===== config.mk =====
export PLATFORM = sky130hd
export DESIGN_NAME = lwcp_core
export DESIGN_NICKNAME = d
export VERILOG_FILES = /design/src/lwcp_pkg.sv /design/src/lwcp_const_gen.sv /design/src/lwcp_core.sv
export VERILOG_INCLUDE_DIRS = /design/src
export SDC_FILE = /design/constraint.sdc
export NUM_CORES = 1
export LEC_CHECK = 0
export ABC_AREA = 1
export BUFFER_PORTS_ARGS = -buffer_cell sky130_fd_sc_hd__buf_2
export CAP_MARGIN = 30
export CORE_AREA = 5 5 245 247
export CTS_CLUSTER_DIAMETER = 120
export DETAILED_ROUTE_END_ITERATION = 10
export DIE_AREA = 0 0 250 252
export GPL_ROUTABILITY_DRIVEN = 0
export SETUP_SLACK_MARGIN = 0.3
export SLEW_MARGIN = 20
export SYNTH_ARGS = -nofsm -noshare
export SYNTH_HDL_FRONTEND = slang
export SYNTH_SLANG_ARGS = --single-unit

===== constraint.sdc =====
create_clock -name mclk -period 3.2 [get_ports mclk]
set_input_delay 0.32 -clock mclk [delete_from_list [all_inputs] [get_ports mclk]]
set_output_delay 0.32 -clock mclk [all_outputs]
set_load 0.005 [all_outputs]

===== src/lwcp_consts.svh =====
// constants of the permutation core: counts, paddings, known answers
`ifndef LWCP_CONSTS_SVH
`define LWCP_CONSTS_SVH

`define LWCP_HALF        32
`define LWCP_ROT_AND     5
`define LWCP_ROT_XOR     1
`define LWCP_ROUND_FIRST 3'h0
`define LWCP_ROUND_LAST  3'h7
`define LWCP_ROUND_INC   3'h1
`define LWCP_STEP_FIRST  4'h0
`define LWCP_STEP_LAST   4'hF
`define LWCP_STEP_INC    4'h1
`define LWCP_LFSR_INIT   7'h7F
`define LWCP_RC_PAD      31'h7FFFFFFF
`define LWCP_SC_PAD      56'hFFFFFFFFFFFFFF

`define LWCP_KAT_SC0     8'h50
`define LWCP_KAT_SC1     8'h28
`define LWCP_KAT_SC2     8'h14
`define LWCP_KAT_RC0     8'h07
`define LWCP_KAT_RC1     8'h53
`define LWCP_KAT_BOX1    64'hFFFFFFFF00000000
`define LWCP_KAT_BOX8    64'h00001C1E00000C2D
`define LWCP_KAT_STEP1   64'hFFFFC7CAFFFFE776
`define LWCP_KAT_FINAL   64'h5C93691AD5060935

`endif


===== src/lwcp_pkg.sv =====
// types shared by the permutation core and its constant generator
package lwcp_pkg;

    typedef struct packed {
        logic [63:0] a;
        logic [63:0] b;
        logic [63:0] c;
        logic [63:0] d;
        logic [63:0] e;
    } lwcp_state_t;

    typedef struct packed {
        logic [7:0] sc2;
        logic [7:0] sc1;
        logic [7:0] sc0;
        logic [2:0] rc;
    } lwcp_const_t;

    typedef enum logic {
        LWCP_IDLE,
        LWCP_RUN
    } lwcp_mode_t;

endpackage


===== src/lwcp_const_gen.sv =====
// shift-register sequence giving round and step constants, 3 bits a cycle
`include "lwcp_consts.svh"

module lwcp_const_gen (
    input  wire logic                 mclk,
    input  wire logic                 rst,
    input  wire logic                 restart,
    input  wire logic                 advance,
    output lwcp_pkg::lwcp_const_t     k
);

    logic [6:0] lfsr;
    logic [6:0] next_lfsr;
    logic [9:0] win;

    // ------------------------------------------------------------
    // ten-bit window: seven state bits then three feedback bits
    // ------------------------------------------------------------
    assign win[6:0] = lfsr;
    for (genvar g = 0; g < 3; g++) begin : g_fb
        assign win[7 + g] = win[g] ^ win[g + 1];
    end

    assign k.rc  = win[2:0];
    assign k.sc0 = win[7:0];
    assign k.sc1 = win[8:1];
    assign k.sc2 = win[9:2];

    always_comb begin
        next_lfsr = lfsr;
        if (restart) begin
            next_lfsr = `LWCP_LFSR_INIT;
        end else if (advance) begin
            next_lfsr = win[9:3];
        end
    end

    always_ff @(posedge mclk) begin
        if (rst) begin
            lfsr <= `LWCP_LFSR_INIT;
        end else begin
            lfsr <= next_lfsr;
        end
    end
endmodule


===== src/lwcp_core.sv =====
// permutation core: three boxes, one round a clock, sixteen steps
//
// What this block does
// - reload constant sequence with all ones at every permutation start.
// - each cycle, take first three window bits as that round's constants.
// - window of cycle seven of a step gives that step's step constants.
// - step zero step constants are 0x50, 0x28 and 0x14.
// - step zero round constants collected over eight rounds: 0x07, 0x53.
// - zero box input, constant seven: known first and eighth round output.
// - zero state: known first word after step one and after all steps.
`include "lwcp_consts.svh"

module lwcp_core (
    input  wire logic                 mclk,
    input  wire logic                 rst,
    input  wire logic                 start,
    input  wire lwcp_pkg::lwcp_state_t state_in,
    output logic                      busy,
    output logic                      done,
    output lwcp_pkg::lwcp_state_t     state_out
);

    // ------------------------------------------------------------
    // box round
    // ------------------------------------------------------------
    function automatic logic [31:0] rol(input logic [31:0] x, input int n);
        rol = (x << n) | (x >> (`LWCP_HALF - n));
    endfunction

    function automatic logic [63:0] box_round(input logic [63:0] x,
                                              input logic        rcb);
        logic [31:0] l;
        logic [31:0] r;
        logic [31:0] f;
        l = x[63:32];
        r = x[31:0];
        f = (l & rol(l, `LWCP_ROT_AND)) ^ rol(l, `LWCP_ROT_XOR);
        box_round = {f ^ r ^ {`LWCP_RC_PAD, rcb}, l};
    endfunction

    // ------------------------------------------------------------
    // state
    // ------------------------------------------------------------
    lwcp_pkg::lwcp_mode_t  mode;
    lwcp_pkg::lwcp_mode_t  next_mode;
    lwcp_pkg::lwcp_state_t next_state_out;
    lwcp_pkg::lwcp_const_t k;
    logic [2:0]            round;
    logic [2:0]            next_round;
    logic [3:0]            step;
    logic [3:0]            next_step;
    logic                  next_busy;
    logic                  next_done;
    logic                  go;
    logic                  running;
    logic                  last_round;
    logic [63:0]           box_a;
    logic [63:0]           box_c;
    logic [63:0]           box_e;
    logic [63:0]           mix_b;
    logic [63:0]           mix_d;
    logic [63:0]           mix_e;

    // helper state read only by the checks
    logic [7:0]            rc_acc0;
    logic [7:0]            rc_acc1;
    logic [7:0]            next_rc_acc0;
    logic [7:0]            next_rc_acc1;

    assign go         = (mode == lwcp_pkg::LWCP_IDLE) && start;
    assign running    = (mode == lwcp_pkg::LWCP_RUN);
    assign last_round = (round == `LWCP_ROUND_LAST);

    lwcp_const_gen u_const (
        .mclk    (mclk),
        .rst     (rst),
        .restart (go),
        .advance (running),
        .k       (k)
    );

    // ------------------------------------------------------------
    // datapath
    // ------------------------------------------------------------
    always_comb begin
        box_a = box_round(state_out.a, k.rc[0]);
        box_c = box_round(state_out.c, k.rc[1]);
        box_e = box_round(state_out.e, k.rc[2]);
        mix_b = state_out.b ^ box_c ^ {`LWCP_SC_PAD, k.sc0};
        mix_d = state_out.d ^ box_e ^ {`LWCP_SC_PAD, k.sc1};
        mix_e = box_e ^ box_a ^ {`LWCP_SC_PAD, k.sc2};
    end

    // ------------------------------------------------------------
    // sequencing
    // ------------------------------------------------------------
    always_comb begin
        next_mode      = mode;
        next_state_out = state_out;
        next_round     = round;
        next_step      = step;
        next_busy      = busy;
        next_done      = done;
        next_rc_acc0   = rc_acc0;
        next_rc_acc1   = rc_acc1;
        case (mode)
            lwcp_pkg::LWCP_IDLE: begin
                if (start) begin
                    next_mode      = lwcp_pkg::LWCP_RUN;
                    next_state_out = state_in;
                    next_round     = `LWCP_ROUND_FIRST;
                    next_step      = `LWCP_STEP_FIRST;
                    next_busy      = 1'b1;
                    next_done      = 1'b0;
                end
            end
            lwcp_pkg::LWCP_RUN: begin
                if (step == `LWCP_STEP_FIRST) begin
                    next_rc_acc0[round] = k.rc[0];
                    next_rc_acc1[round] = k.rc[1];
                end
                if (last_round) begin
                    // step end: mixing, then word shuffle (d,c,a,e,b)
                    next_state_out = '{a: mix_d, b: box_c, c: box_a,
                                       d: mix_e, e: mix_b};
                    next_round     = `LWCP_ROUND_FIRST;
                    next_step      = step + `LWCP_STEP_INC;
                    if (step == `LWCP_STEP_LAST) begin
                        next_mode = lwcp_pkg::LWCP_IDLE;
                        next_busy = 1'b0;
                        next_done = 1'b1;
                    end
                end else begin
                    next_state_out = '{a: box_a, b: state_out.b, c: box_c,
                                       d: state_out.d, e: box_e};
                    next_round     = round + `LWCP_ROUND_INC;
                end
            end
            default: begin
                next_mode = lwcp_pkg::LWCP_IDLE;
                next_busy = 1'b0;
            end
        endcase
    end

    // result stays in state_out while idle until the next start
    always_ff @(posedge mclk) begin
        if (rst) begin
            mode      <= lwcp_pkg::LWCP_IDLE;
            state_out <= '0;
            round     <= `LWCP_ROUND_FIRST;
            step      <= `LWCP_STEP_FIRST;
            busy      <= 1'b0;
            done      <= 1'b0;
            rc_acc0   <= '0;
            rc_acc1   <= '0;
        end else begin
            mode      <= next_mode;
            state_out <= next_state_out;
            round     <= next_round;
            step      <= next_step;
            busy      <= next_busy;
            done      <= next_done;
            rc_acc0   <= next_rc_acc0;
            rc_acc1   <= next_rc_acc1;
        end
    end
endmodule


==> impl_results.md, run 1 <==
* Cell with the biggest individual delay on the critical path: sky130_fd_sc_hd__inv_4
* Detailed Route WL at 100 mm
* Post-synth design cell area at 21,500 µm²
* DRC at 0
* Number of enable flip-flop cells after synthesis at 0
* Clock skew at 19.3 ps
* Number of pins exceeding their max-slew limit in the final report at 0
* Via density per instance at 5.51
* Setup slack at placement at 905 ps
* Peak supply drop at 0.305 mV
* TritonCTS clock tree: done
* Met3 Track Usage GR at 0.0517
* Data arrival time of the critical path at 2750 ps
* Nets in the synthesized netlist at 3,655
* Synth Instances at 3,329
* Number of iterations in the first detailed-routing pass at 6
* Fraction of layout instances using a drive strength above 1 at 0.204
* Die Area at 63,000 µm²
* Total clock sinks at 337
* Post-CTS clock slew at the launch and capture registers of the worst setup and hold paths at 60 ps
* Internal power contribution at 0.00880 W
* Port Buf Inserts at 644
* Global routing usage on met2 at 0.504
* Kind of cell with the highest combined delay on the critical path: buffers and inverters
* Crit Path Class: flip-flop to flip-flop
* Seq/Total Area, Yosys at 0.314
* Tot GR Track Use at 0.296
* Largest net degree at the start of global routing at 111
* Total vias in the final route at 25,200
* Share of async-settable or async-resettable flops after synthesis at 0
* Warnings from Yosys at 0
* Power density over cell area at 504 nW/µm²
* Most common cell after layout, fill and taps aside: sky130_fd_sc_hd__nand2_1
* Worst Path Buf+Inv at 2
* First-pass GRT wire length at 147 mm
* Logic gate share of total power at 0.218
* Layer with the highest usage after global routing: met2
* Synth Flop Type: sky130_fd_sc_hd__dfxtp_1
* Switching part of the total power at 0.340
* Portion of synthesized cell area occupied by the leading cell type at 0.314
* Count of nets left with antenna violations after detail routing at 0
* Met1 GRT Util at 0.388
* Leakage power at 12.7 nW
* Worst rel slew slack at 0.472
* Achievable Freq at 433 MHz
* Clock tree root buffer cell: sky130_fd_sc_hd__clkbuf_16
* Hold violation total from the final report at 0
* Source-to-sink clock delay at the later pin of the worst-skew pair at 570 ps
* Slack of the critical path at 890 ps
* Height of the die at 252 µm
* Most frequent cells in the layout: 923 x sky130_fd_sc_hd__nand2_1, 643 x sky130_fd_sc_hd__buf_2, 435 x sky130_fd_sc_hd__o21ai_0
* Remaining global-route overflow at 0
* Count of different cell masters after synthesis at 32
* Max Fanout on Critical Path at 42
* Initial antenna violation count at 12
* Syn-to-layout area delta at 23.3%
* Number of buffers inserted during clock tree synthesis at 43
* Worst slew pin tran at 786 ps
* Number of ports placed on the die boundary at 645
* Worst Path Required at 3640 ps
* Cell breakdown of the critical path: ha_1 -> ha_1 -> nor2_4 -> nor2_4 -> inv_4 -> buf_4 -> o21ai_0 -> nor3b_2
* Final critical-path share of the clock period at 0.722
* Number of design-rule violations left by the first detailed-router iteration at 2,325
* Starting Density at 0.374
* Vias in the first global route at 23,200
* Maximum buffer depth of the clock tree at 3
* Number of storage elements in the synthesis netlist at 337
* Reported max-cap violation count at 0
* Final critical delay including setup and external delays at 2310 ps
* Relative contribution of sequential cells to total power at 0.399
* Biggest area consumer among synthesized cells: sky130_fd_sc_hd__dfxtp_1
* Final sum of negative setup slack at 0 ps
* HPWL Detailed at 70.7 mm
* CP Launch Type: flip-flop
* Unrepaired setup endpoints after global routing: no
* Outcome: finished, final reports clean
* H-tree levels at 2
* Net switching power at 0.00453 W
* Area contributors post-synth: sky130_fd_sc_hd__dfxtp_1 31%, sky130_fd_sc_hd__nand2_1 16%, sky130_fd_sc_hd__o21ai_0 10%
* Area inside the core boundary at 57,400 µm²
* Die width at 250 µm
* Min-delay worst type: input pin to flip-flop
* Mean cell area of the mapped netlist at 6.45 µm²
* Power share of the clock group at 0.383
* Total number of placement rows at 88
* Post-layout nets at 4,106
* Wire length per cell at 21.9 µm
* Endpoint type of the worst setup path: flip-flop
* Max incr delay on CP at 500 ps
* # setup viols final at 0
-- metal layers --
metal | share of wire | vias to the layer above
met5 | 0.00076 | -
met4 | 0.030 | 12
met3 | 0.092 | 172
met2 | 0.47 | 1357
met1 | 0.40 | 11800
li1 | - | 11900
-- kinds of logic (layout without fill, tap and decap cells) --
kind of cell	Yosys count	in the layout	share of synthesized area
AO/OA/AOI/OAI	905	905	0.236
XOR/XNOR	214	214	0.0873
adder cells (fa/ha/maj)	3	3	0.00175
buffers and inverters	596	1079	0.112
flip-flops	337	337	0.314
other	0	5	0
AND/OR/NAND/NOR	1274	1274	0.249
-- power groups by stage --
stage	clock (W)	combinational (W)	sequential [W]
after global routing	0.00534	0.00322	0.00535
after floorplan	0	0.00205	0.00486
after global placement	0	0.00285	0.00539
after CTS	0.00517	0.00289	0.00530
final	0.00510	0.00291	0.00532
after detailed placement	0	0.00287	0.00539
-- area by class of cell --
type	instances	area (µm²)
timing repair buffer	688	3750
multi-input combinational	2396	12300
fill	6047	30900
tap	765	957
sequential	337	6750
clock buffer	66	1330
clock inverter	11	134
inverter	314	1200
antenna	5	12.5
-- timing repair --
item | CTS | global route
gates resized for setup | 0 | 0
hold endpoints to repair | 8 | 0
hold buffers | 8 | 0
setup buffers | 0 | 0
-- synth_stat cells (6+ instances only) --
library cell,instances
sky130_fd_sc_hd__a22o_1,24
sky130_fd_sc_hd__a221oi_1,12
sky130_fd_sc_hd__dfxtp_1,337
sky130_fd_sc_hd__xor2_1,84
sky130_fd_sc_hd__a21oi_1,210
sky130_fd_sc_hd__a22oi_1,64
sky130_fd_sc_hd__nand2_1,924
sky130_fd_sc_hd__nor2_1,77
sky130_fd_sc_hd__nand4_1,11
sky130_fd_sc_hd__nand3b_1,65
sky130_fd_sc_hd__clkbuf_1,180
sky130_fd_sc_hd__xnor2_1,130
sky130_fd_sc_hd__nand3_1,174
sky130_fd_sc_hd__or2_2,14
sky130_fd_sc_hd__o21ai_1,6
sky130_fd_sc_hd__o21ai_0,435
sky130_fd_sc_hd__o211ai_1,25
sky130_fd_sc_hd__o21bai_1,9
sky130_fd_sc_hd__buf_2,91
sky130_fd_sc_hd__a31oi_1,117
sky130_fd_sc_hd__inv_1,310
-- registers in the layout (all words and copies together), names as in the netlist --
name / cells
busy: 1
done: 1
mode: 1
round: 3
state_out: 320
step: 4
u_const.lfsr: 7
-- worst min-delay path, cell delays in order --
cell                      delay, ps
sky130_fd_sc_hd__buf_2          100
sky130_fd_sc_hd__nand2_1         60
sky130_fd_sc_hd__a31oi_1         70
-- metrics by stage --
stage | util | hold slack, ps | std cells | instance area, µm² | power, W
floorplan | - | 422 | 3329 | 21500 | 0.00692
global placement | 0.434 | 439 | 4492 | 24900 | 0.00824
detailed placement | 0.434 | 444 | 4492 | 24900 | 0.00826
CTS | 0.461 | 1.46 | 4577 | 26500 | 0.0134
global route | 0.461 | 21.6 | 4579 | 26500 | 0.0139
finish | 0.461 | 31.0 | 4582 | 26500 | 0.0133
-- path summary, 6_finish.rpt --
check                        start                           to  slack [ps]  cells past startpoint
max          round[0]$_SDFFE_PP0P_         step[2]$_SDFFE_PP0P_         890                      8
min                  state_in[221]  state_out[221]$_SDFFE_PP0P_          30                      3
max reg2reg  round[0]$_SDFFE_PP0P_         step[2]$_SDFFE_PP0P_         890                      8
min reg2reg  round[0]$_SDFFE_PP0P_        round[0]$_SDFFE_PP0P_         450                      1
Power figures use the tool's default switching activity.
==> inputs of run 2 (changes only) <==
--- a/config.mk
+++ b/config.mk
@@ -6,13 +6,13 @@
 export SDC_FILE = /design/constraint.sdc
 export NUM_CORES = 1
 export LEC_CHECK = 0
-export ABC_AREA = 1
+export ABC_AREA = 0
 export BUFFER_PORTS_ARGS = -buffer_cell sky130_fd_sc_hd__buf_2
 export CAP_MARGIN = 30
-export CORE_AREA = 5 5 245 247
+export CORE_AREA = 5 5 251 253
 export CTS_CLUSTER_DIAMETER = 120
 export DETAILED_ROUTE_END_ITERATION = 10
-export DIE_AREA = 0 0 250 252
+export DIE_AREA = 0 0 256 258
 export GPL_ROUTABILITY_DRIVEN = 0
 export SETUP_SLACK_MARGIN = 0.3
 export SLEW_MARGIN = 20
==> constraint.sdc (replaced) <==
create_clock -name mclk -period 2 [get_ports mclk]
set_input_delay 0.2 -clock mclk [delete_from_list [all_inputs] [get_ports mclk]]
set_output_delay 0.2 -clock mclk [all_outputs]
set_load 0.005 [all_outputs]
==> impl_results.md, run 2 <==
* Leakage power at 11.8 nW (-7.2%)
* Remaining global-route overflow at 0 (unchanged)
* Largest Register: state_out
* Fraction of layout instances using a drive strength above 1 at 0.328 (+0.124)
* Port Buf Inserts at 644 (unchanged)
* Crit Path Class: flip-flop to flip-flop
* Post-synth design cell area at 22,600 µm² (+5.5%)
* Min-delay worst type: input pin to flip-flop
* Max Fanout on Critical Path at 12 (-71%)
* Cell breakdown of the critical path: ha_4 -> ha_4 -> buf_12 -> buf_16 -> clkbuf_16 -> mux2i_1 -> a211oi_1
* Seq/Total Area, Yosys at 0.298 (-0.0164)
* Reg2reg setup slack at 290 ps (-600 ps)
* Detailed Route WL at 93.0 mm (-7.2%)
* Count of different cell masters after synthesis at 32 (unchanged)
* Initial antenna violation count at 2 (-10)
* Endpoint type of the worst setup path: flip-flop
* Hold violation total from the final report at 0 (unchanged)
* Final critical-path share of the clock period at 0.856 (+0.134)
* Height of the die at 258 µm (+2.4%)
* Via density per instance at 5.53 (+0.33%)
* First-pass GRT wire length at 138 mm (-6.5%)
* Worst Setup SP: round[1]$_SDFFE_PP0P_
* Number of pins exceeding their max-slew limit in the final report at 0 (unchanged)
* Final critical delay including setup and external delays at 1710 ps (-599 ps)
* Outcome: finished, final reports clean
* Source-to-sink clock delay at the later pin of the worst-skew pair at 570 ps (about the same)
* Biggest area consumer among synthesized cells: sky130_fd_sc_hd__dfxtp_1
* TritonCTS clock tree: done
* Number of design-rule violations left by the first detailed-router iteration at 1,561 (-33%)
* Cell with the biggest individual delay on the critical path: sky130_fd_sc_hd__dfxtp_2
* Most frequent cells in the layout: 642 x sky130_fd_sc_hd__buf_2, 498 x sky130_fd_sc_hd__a211oi_1, 370 x sky130_fd_sc_hd__mux2i_1
* Synth Instances at 2,422 (-27%)
* Final sum of negative setup slack at 0 ps (unchanged)
* Number of ports placed on the die boundary at 645 (unchanged)
* Count of nets left with antenna violations after detail routing at 0 (unchanged)
* Die Area at 66,000 µm² (+4.8%)
* Data arrival time of the critical path at 2140 ps (-610 ps)
* Total number of placement rows at 91 (+3.4%)
* Number of flip-flops in the largest register at 320 (unchanged)
* CP Launch Type: flip-flop
* Unrepaired setup endpoints after global routing: yes
* Crit path top cell by count: sky130_fd_sc_hd__ha_4
* Number of iterations in the first detailed-routing pass at 5 (-1)
* Worst slew pin tran at 632 ps (-153 ps)
* Clock skew at 16.4 ps (-2.92 ps)
* Syn-to-layout area delta at 37.0%
* Largest registers: state_out x320, u_const.lfsr x7, step x4
* Max incr delay on CP at 350 ps (-150 ps)
* Maximum buffer depth of the clock tree at 3 (unchanged)
* H-tree levels at 2 (unchanged)
* Area contributors post-synth: sky130_fd_sc_hd__dfxtp_1 30%, sky130_fd_sc_hd__mux2i_1 17%, sky130_fd_sc_hd__a211oi_1 17%
* Vias in the first global route at 22,200 (-4.0%)
* Warnings from Yosys at 0 (unchanged)
* Area inside the core boundary at 60,800 µm² (+6.0%)
* Die width at 256 µm (+2.4%)
* Tot GR Track Use at 0.262 (-0.0342)
* Post-layout nets at 3,488 (-15%)
* Mean cell area of the mapped netlist at 9.35 µm² (+45%)
* Synth Flop Type: sky130_fd_sc_hd__dfxtp_1
* Worst rel slew slack at 0.578 (+0.106)
* HPWL Detailed at 67.2 mm (-4.9%)
* Number of storage elements in the synthesis netlist at 337 (unchanged)
* Launch point of the worst reg-to-reg path: round[1]$_SDFFE_PP0P_
* Most common cell after layout, fill and taps aside: sky130_fd_sc_hd__buf_2
* Share of async-settable or async-resettable flops after synthesis at 0 (unchanged)
* # setup viols final at 0 (unchanged)
* Endpoint of the worst setup timing path: state_out[191]$_SDFFE_PP0P_
* Endpoint of the worst register-to-register path: state_out[191]$_SDFFE_PP0P_
* Wire length per cell at 23.3 µm (+6.7%)
* Commonest cells in the netlist: 505 x sky130_fd_sc_hd__a211oi_1, 380 x sky130_fd_sc_hd__mux2i_1, 338 x sky130_fd_sc_hd__xnor2_1
* Reported max-cap violation count at 0 (unchanged)
* Worst Path Required at 2430 ps (-1210 ps)
* Largest net degree at the start of global routing at 111 (unchanged)
* Portion of synthesized cell area occupied by the leading cell type at 0.298 (-0.0164)
* Power density over cell area at 770 nW/µm² (+53%)
* Total clock sinks at 337 (unchanged)
* DRC at 0 (unchanged)
* Most frequently used cell type in the post-synthesis netlist: sky130_fd_sc_hd__a211oi_1
* Achievable Freq at 584 MHz (+35%)
* Post-CTS clock slew at the launch and capture registers of the worst setup and hold paths at 60 ps (about the same)
* Number of enable flip-flop cells after synthesis at 0 (unchanged)
* Total vias in the final route at 22,000 (-13%)
* Final-layout worst hold slack at 12.6 ps (-18.4 ps)
* R2R depth at 7 (-1)
* Nets in the synthesized netlist at 2,748 (-25%)
* Clock tree root buffer cell: sky130_fd_sc_hd__clkbuf_16
* Peak supply drop at 0.534 mV (+75%)
* Number of buffers inserted during clock tree synthesis at 43 (unchanged)
* Starting Density at 0.372 (-0.00174)
-- run 2: logic make-up after synthesis --
| group | share of synthesized area |
|---|---|
| compound gates | 0.191 |
| xor+xnor | 0.183 |
| simple gates | 0.0951 |
| mux | 0.168 |
| flops | 0.298 |
| buf+inv | 0.0633 |
| fa+ha+maj | 0.00166 |
-- run 2: where the power goes --
group / total [W] / switching (W) / leakage [nW] / internal [W]
clock network: 0.00792 / 0.00325 / 0.698 / 0.00467
registers: 0.00861 / 0.00124 / 2.81 / 0.00738
logic: 0.00734 / 0.00355 / 8.27 / 0.00379
-- run 2: final cells by class --
type,count,area (µm²)
antenna,1,2.50
clock buffer,65,1280
clock inverter,13,133
fill,5581,29800
inverter,1,3.75
multi-input combinational,1780,14700
sequential,337,6820
tap,790,988
timing repair buffer,999,7090
-- run 2: worst max-delay path, delay by kind of cell, from the launching register on --
kind | cells | cell delay (ps)
AOI/OAI and AO/OA | 1 | 100
adders and majority gates | 2 | 310
buffers and inverters | 3 | 560
DFF | 1 | 350
muxes | 1 | 220
-- run 2: stage by stage --
step	cells	setup slack, ps	total power (W)	utilization	area, µm²
4_1_cts	3974	237	0.0238	0.503	30600
2_1_floorplan	2422	393	0.0129	-	22600
6_report	3986	289	0.0239	0.510	31000
3_3_place_gp	3709	237	0.0154	0.445	27100
5_1_grt	3985	237	0.0249	0.510	31000
3_5_place_dp	3709	160	0.0155	0.445	27100
-- run 2: how the worst min path moves through the flow --
stage / endpoint / start / slack [ps] / cells after the start
2_1_floorplan: state_out[69]$_SDFFE_PP0P_ / state_in[69] / 340 / 2
3_3_place_gp: state_out[305]$_SDFFE_PP0P_ / state_in[305] / 470 / 3
3_5_place_dp: state_out[69]$_SDFFE_PP0P_ / rst / 480 / 2
4_1_cts: state_out[207]$_SDFFE_PP0P_ / state_in[207] / 0.1 / 3
5_1_grt: state_out[172]$_SDFFE_PP0P_ / state_in[172] / 0.9 / 3
6_report: state_out[168]$_SDFFE_PP0P_ / state_in[168] / 10 / 3
-- run 2: layer usage --
metal  up-vias  global-route usage  wire length (µm)
met2       959               0.447             45100
met1     10700               0.334             38200
met5         -                   0                 0
met4         0              0.0970              3630
li1      10200                   -                 -
met3       177              0.0449              6100
-- run 2: timing repair --
item,4_1_cts,5_1_grt
pin swaps,2,12
hold endpoints to repair,183,0
setup buffers,4,6
hold buffers,178,0
cloned,5,5
setup endpoints to repair,178,271
resized for setup,39,73
==> inputs of run 3 (changes only) <==
--- a/config.mk
+++ b/config.mk
@@ -9,10 +9,10 @@
 export ABC_AREA = 0
 export BUFFER_PORTS_ARGS = -buffer_cell sky130_fd_sc_hd__buf_2
 export CAP_MARGIN = 30
-export CORE_AREA = 5 5 251 253
+export CORE_AREA = 5 5 250 252
 export CTS_CLUSTER_DIAMETER = 120
 export DETAILED_ROUTE_END_ITERATION = 10
-export DIE_AREA = 0 0 256 258
+export DIE_AREA = 0 0 255 257
 export GPL_ROUTABILITY_DRIVEN = 0
 export SETUP_SLACK_MARGIN = 0.3
 export SLEW_MARGIN = 20
==> constraint.sdc (replaced) <==
create_clock -name mclk -period 2.15 [get_ports mclk]
set_input_delay 0.215 -clock mclk [delete_from_list [all_inputs] [get_ports mclk]]
set_output_delay 0.215 -clock mclk [all_outputs]
set_load 0.005 [all_outputs]
==> impl_results.md, run 3 (synthesized netlist as in run 2, its figures left out) <==
* Outcome: finished, final reports clean
* Count of nets left with antenna violations after detail routing at 0 (unchanged)
* Remaining global-route overflow at 0 (unchanged)
* Final critical delay including setup and external delays at 1790 ps (+80.9 ps)
* Leakage power at 10.9 nW (-7.2%)
* Number of pins exceeding their max-slew limit in the final report at 0 (unchanged)
* Fraction of layout instances using a drive strength above 1 at 0.304 (-0.0235)
* Syn-to-layout area delta at 28.6%
* Area inside the core boundary at 59,900 µm² (-1.5%)
* Height of the die at 257 µm (-0.39%)
* TritonCTS clock tree: done
* Largest registers: state_out x320, u_const.lfsr x7, step x4
* Wire length per cell at 23.4 µm (+0.44%)
* Area taken by multi-input logic gates at 14,500 µm² (-1.4%)
* # setup viols final at 0 (unchanged)
* Die width at 255 µm (-0.39%)
* Number of design-rule violations left by the first detailed-router iteration at 1,525 (-2.3%)
* Clock tree root buffer cell: sky130_fd_sc_hd__clkbuf_16
* Total clock sinks at 337 (unchanged)
* FF+latch area at 6760 µm² (-0.81%)
* Max Fanout on Critical Path at 8 (-4)
* Detailed Route WL at 89.9 mm (-3.3%)
* Reported max-cap violation count at 0 (unchanged)
* Post-layout nets at 3,348 (-4.0%)
* Achievable Freq at 558 MHz (-4.5%)
* Crit Path Class: flip-flop to flip-flop
* HPWL Detailed at 66.0 mm (-1.8%)
* Peak supply drop at 0.454 mV (-15%)
* Via density per instance at 5.51 (-0.40%)
* Clock skew at 19.0 ps (+2.62 ps)
* Final standard cell area without fillers at 29,100 µm² (-6.1%)
* Starting Density at 0.378 (+0.00555)
* Max incr delay on CP at 610 ps (+260 ps)
* Worst slew pin tran at 862 ps (+230 ps)
* CP Launch Type: flip-flop
* Unrepaired setup endpoints after global routing: yes
* Most frequent cells in the layout: 642 x sky130_fd_sc_hd__buf_2, 505 x sky130_fd_sc_hd__a211oi_1, 379 x sky130_fd_sc_hd__mux2i_1
* Number of filler cells placed in the layout at 5,649 (+1.2%)
* Initial antenna violation count at 4 (+2)
* Number of ports placed on the die boundary at 645 (unchanged)
* H-tree levels at 2 (unchanged)
* Data arrival time of the critical path at 2220 ps (+80 ps)
* Largest Register: state_out
* Hold violation total from the final report at 0 (unchanged)
* Cell breakdown of the critical path: buf_4 -> nand2_1 -> xnor2_1 -> xnor2_1 -> mux2i_2 -> a211oi_1
* Worst Path Required at 2570 ps (+140 ps)
* Tot GR Track Use at 0.254 (-0.00854)
* Total number of placement rows at 90 (-1.1%)
* DRC at 0 (unchanged)
* Most common cell after layout, fill and taps aside: sky130_fd_sc_hd__buf_2
* Min-delay worst type: input pin to flip-flop
* Endpoint type of the worst setup path: flip-flop
* Total vias in the final route at 21,100 (-4.2%)
* Largest net degree at the start of global routing at 149 (+34%)
* Number of flip-flops in the largest register at 320 (unchanged)
* Final sum of negative setup slack at 0 ps (unchanged)
* Port Buf Inserts at 644 (unchanged)
* Post-layout total power at 0.0216 W (-9.7%)
* Cell with the biggest individual delay on the critical path: sky130_fd_sc_hd__dfxtp_1
* Number of iterations in the first detailed-routing pass at 5 (unchanged)
* Number of buffers inserted during clock tree synthesis at 42 (-2.3%)
* Vias in the first global route at 21,100 (-5.2%)
* Source-to-sink clock delay at the later pin of the worst-skew pair at 570 ps (about the same)
* First-pass GRT wire length at 131 mm (-5.0%)
* Post-CTS clock slew at the launch and capture registers of the worst setup and hold paths at 60 ps (about the same)
* Power density over cell area at 741 nW/µm² (-3.8%)
* Worst rel slew slack at 0.425 (-0.153)
* Die Area at 65,500 µm² (-0.78%)
* Instance area at placement at 26,700 µm² (-1.5%)
* Maximum buffer depth of the clock tree at 3 (unchanged)
* Final critical-path share of the clock period at 0.834 (-0.0221)
* Crit path top cell by count: sky130_fd_sc_hd__xnor2_1
-- run 3: changes by cell type in the layout (fill, tap and decap cells not counted), sizes merged --
cell         change
buf             -42
bufbuf           -1
bufinv           -1
clkbuf           -4
clkinv           +1
clkinvlp         +1
diode            +2
dlygate4sd3     -95
inv              -3
-- run 3: worst max-delay path: cells and delay by family, from the launching register on --
family                    cells  cell delay [ps]
and+or+nand+nor               1               60
DFF                           1              610
muxes                         1              250
buffers and inverters         1              190
xor gates and xnor gates      2              440
AOI/OAI and AO/OA             1              110
-- run 3: worst paths after layout --
path / start / endpoint / slack (ps) / cells after the start
worst max register to register: state_out[311]$_SDFFE_PP0P_ / state_out[124]$_SDFFE_PP0P_ / 360 / 6
worst max-delay path: state_out[311]$_SDFFE_PP0P_ / state_out[124]$_SDFFE_PP0P_ / 360 / 6
worst min-delay path: state_in[203] / state_out[203]$_SDFFE_PP0P_ / 20 / 3
worst min register to register: busy$_SDFFE_PP0P_ / busy$_SDFFE_PP0P_ / 500 / 2
-- run 3: timing repair --
item / in CTS / in global routing
endpoints found under the hold margin: 98 / 0
pin swaps: 0 / 0
setup endpoints to repair: 8 / 116
setup buffers: 0 / 10
gates cloned: 0 / 4
hold buffers: 83 / 0
resized for setup: 2 / 18
-- run 3: cell type report --
class                           instances  share of cell area
Antenna cell                            3            0.000258
Clock buffer                           62              0.0435
Clock inverter                         11             0.00318
Inverter                                1            0.000129
Multi-Input combinational cell       1780               0.498
Sequential cell                       337               0.232
Tap cell                              782              0.0336
Timing Repair Buffer                  860               0.189
-- run 3: metrics by stage --
step	hold slack (ps)	cells	utilization	worst slack [ps]
2_1_floorplan	351	2422	-	543
3_3_place_gp	463	3663	0.445	205
3_5_place_dp	470	3663	0.445	103
4_1_cts	0.247	3819	0.482	285
5_1_grt	8.14	3835	0.486	254
6_report	18.6	3836	0.486	358
-- run 3: power breakdown --
group          internal [W]  leakage, nW  switching [W]
Combinational       0.00325         7.45        0.00307
Clock               0.00419        0.671        0.00299
Sequential          0.00684         2.80        0.00124
Total                0.0143         10.9        0.00729
-- run 3: layer usage --
layer / share of wire / wire length, µm / global-route usage / vias to the layer above
li1: - / - / - / 9851
met1: 0.42 / 37800 / 0.332 / 10300
met2: 0.48 / 43000 / 0.425 / 828
met3: 0.063 / 5640 / 0.0359 / 175
met4: 0.038 / 3410 / 0.0941 / 4
met5: 0.00029 / 26 / 0 / -
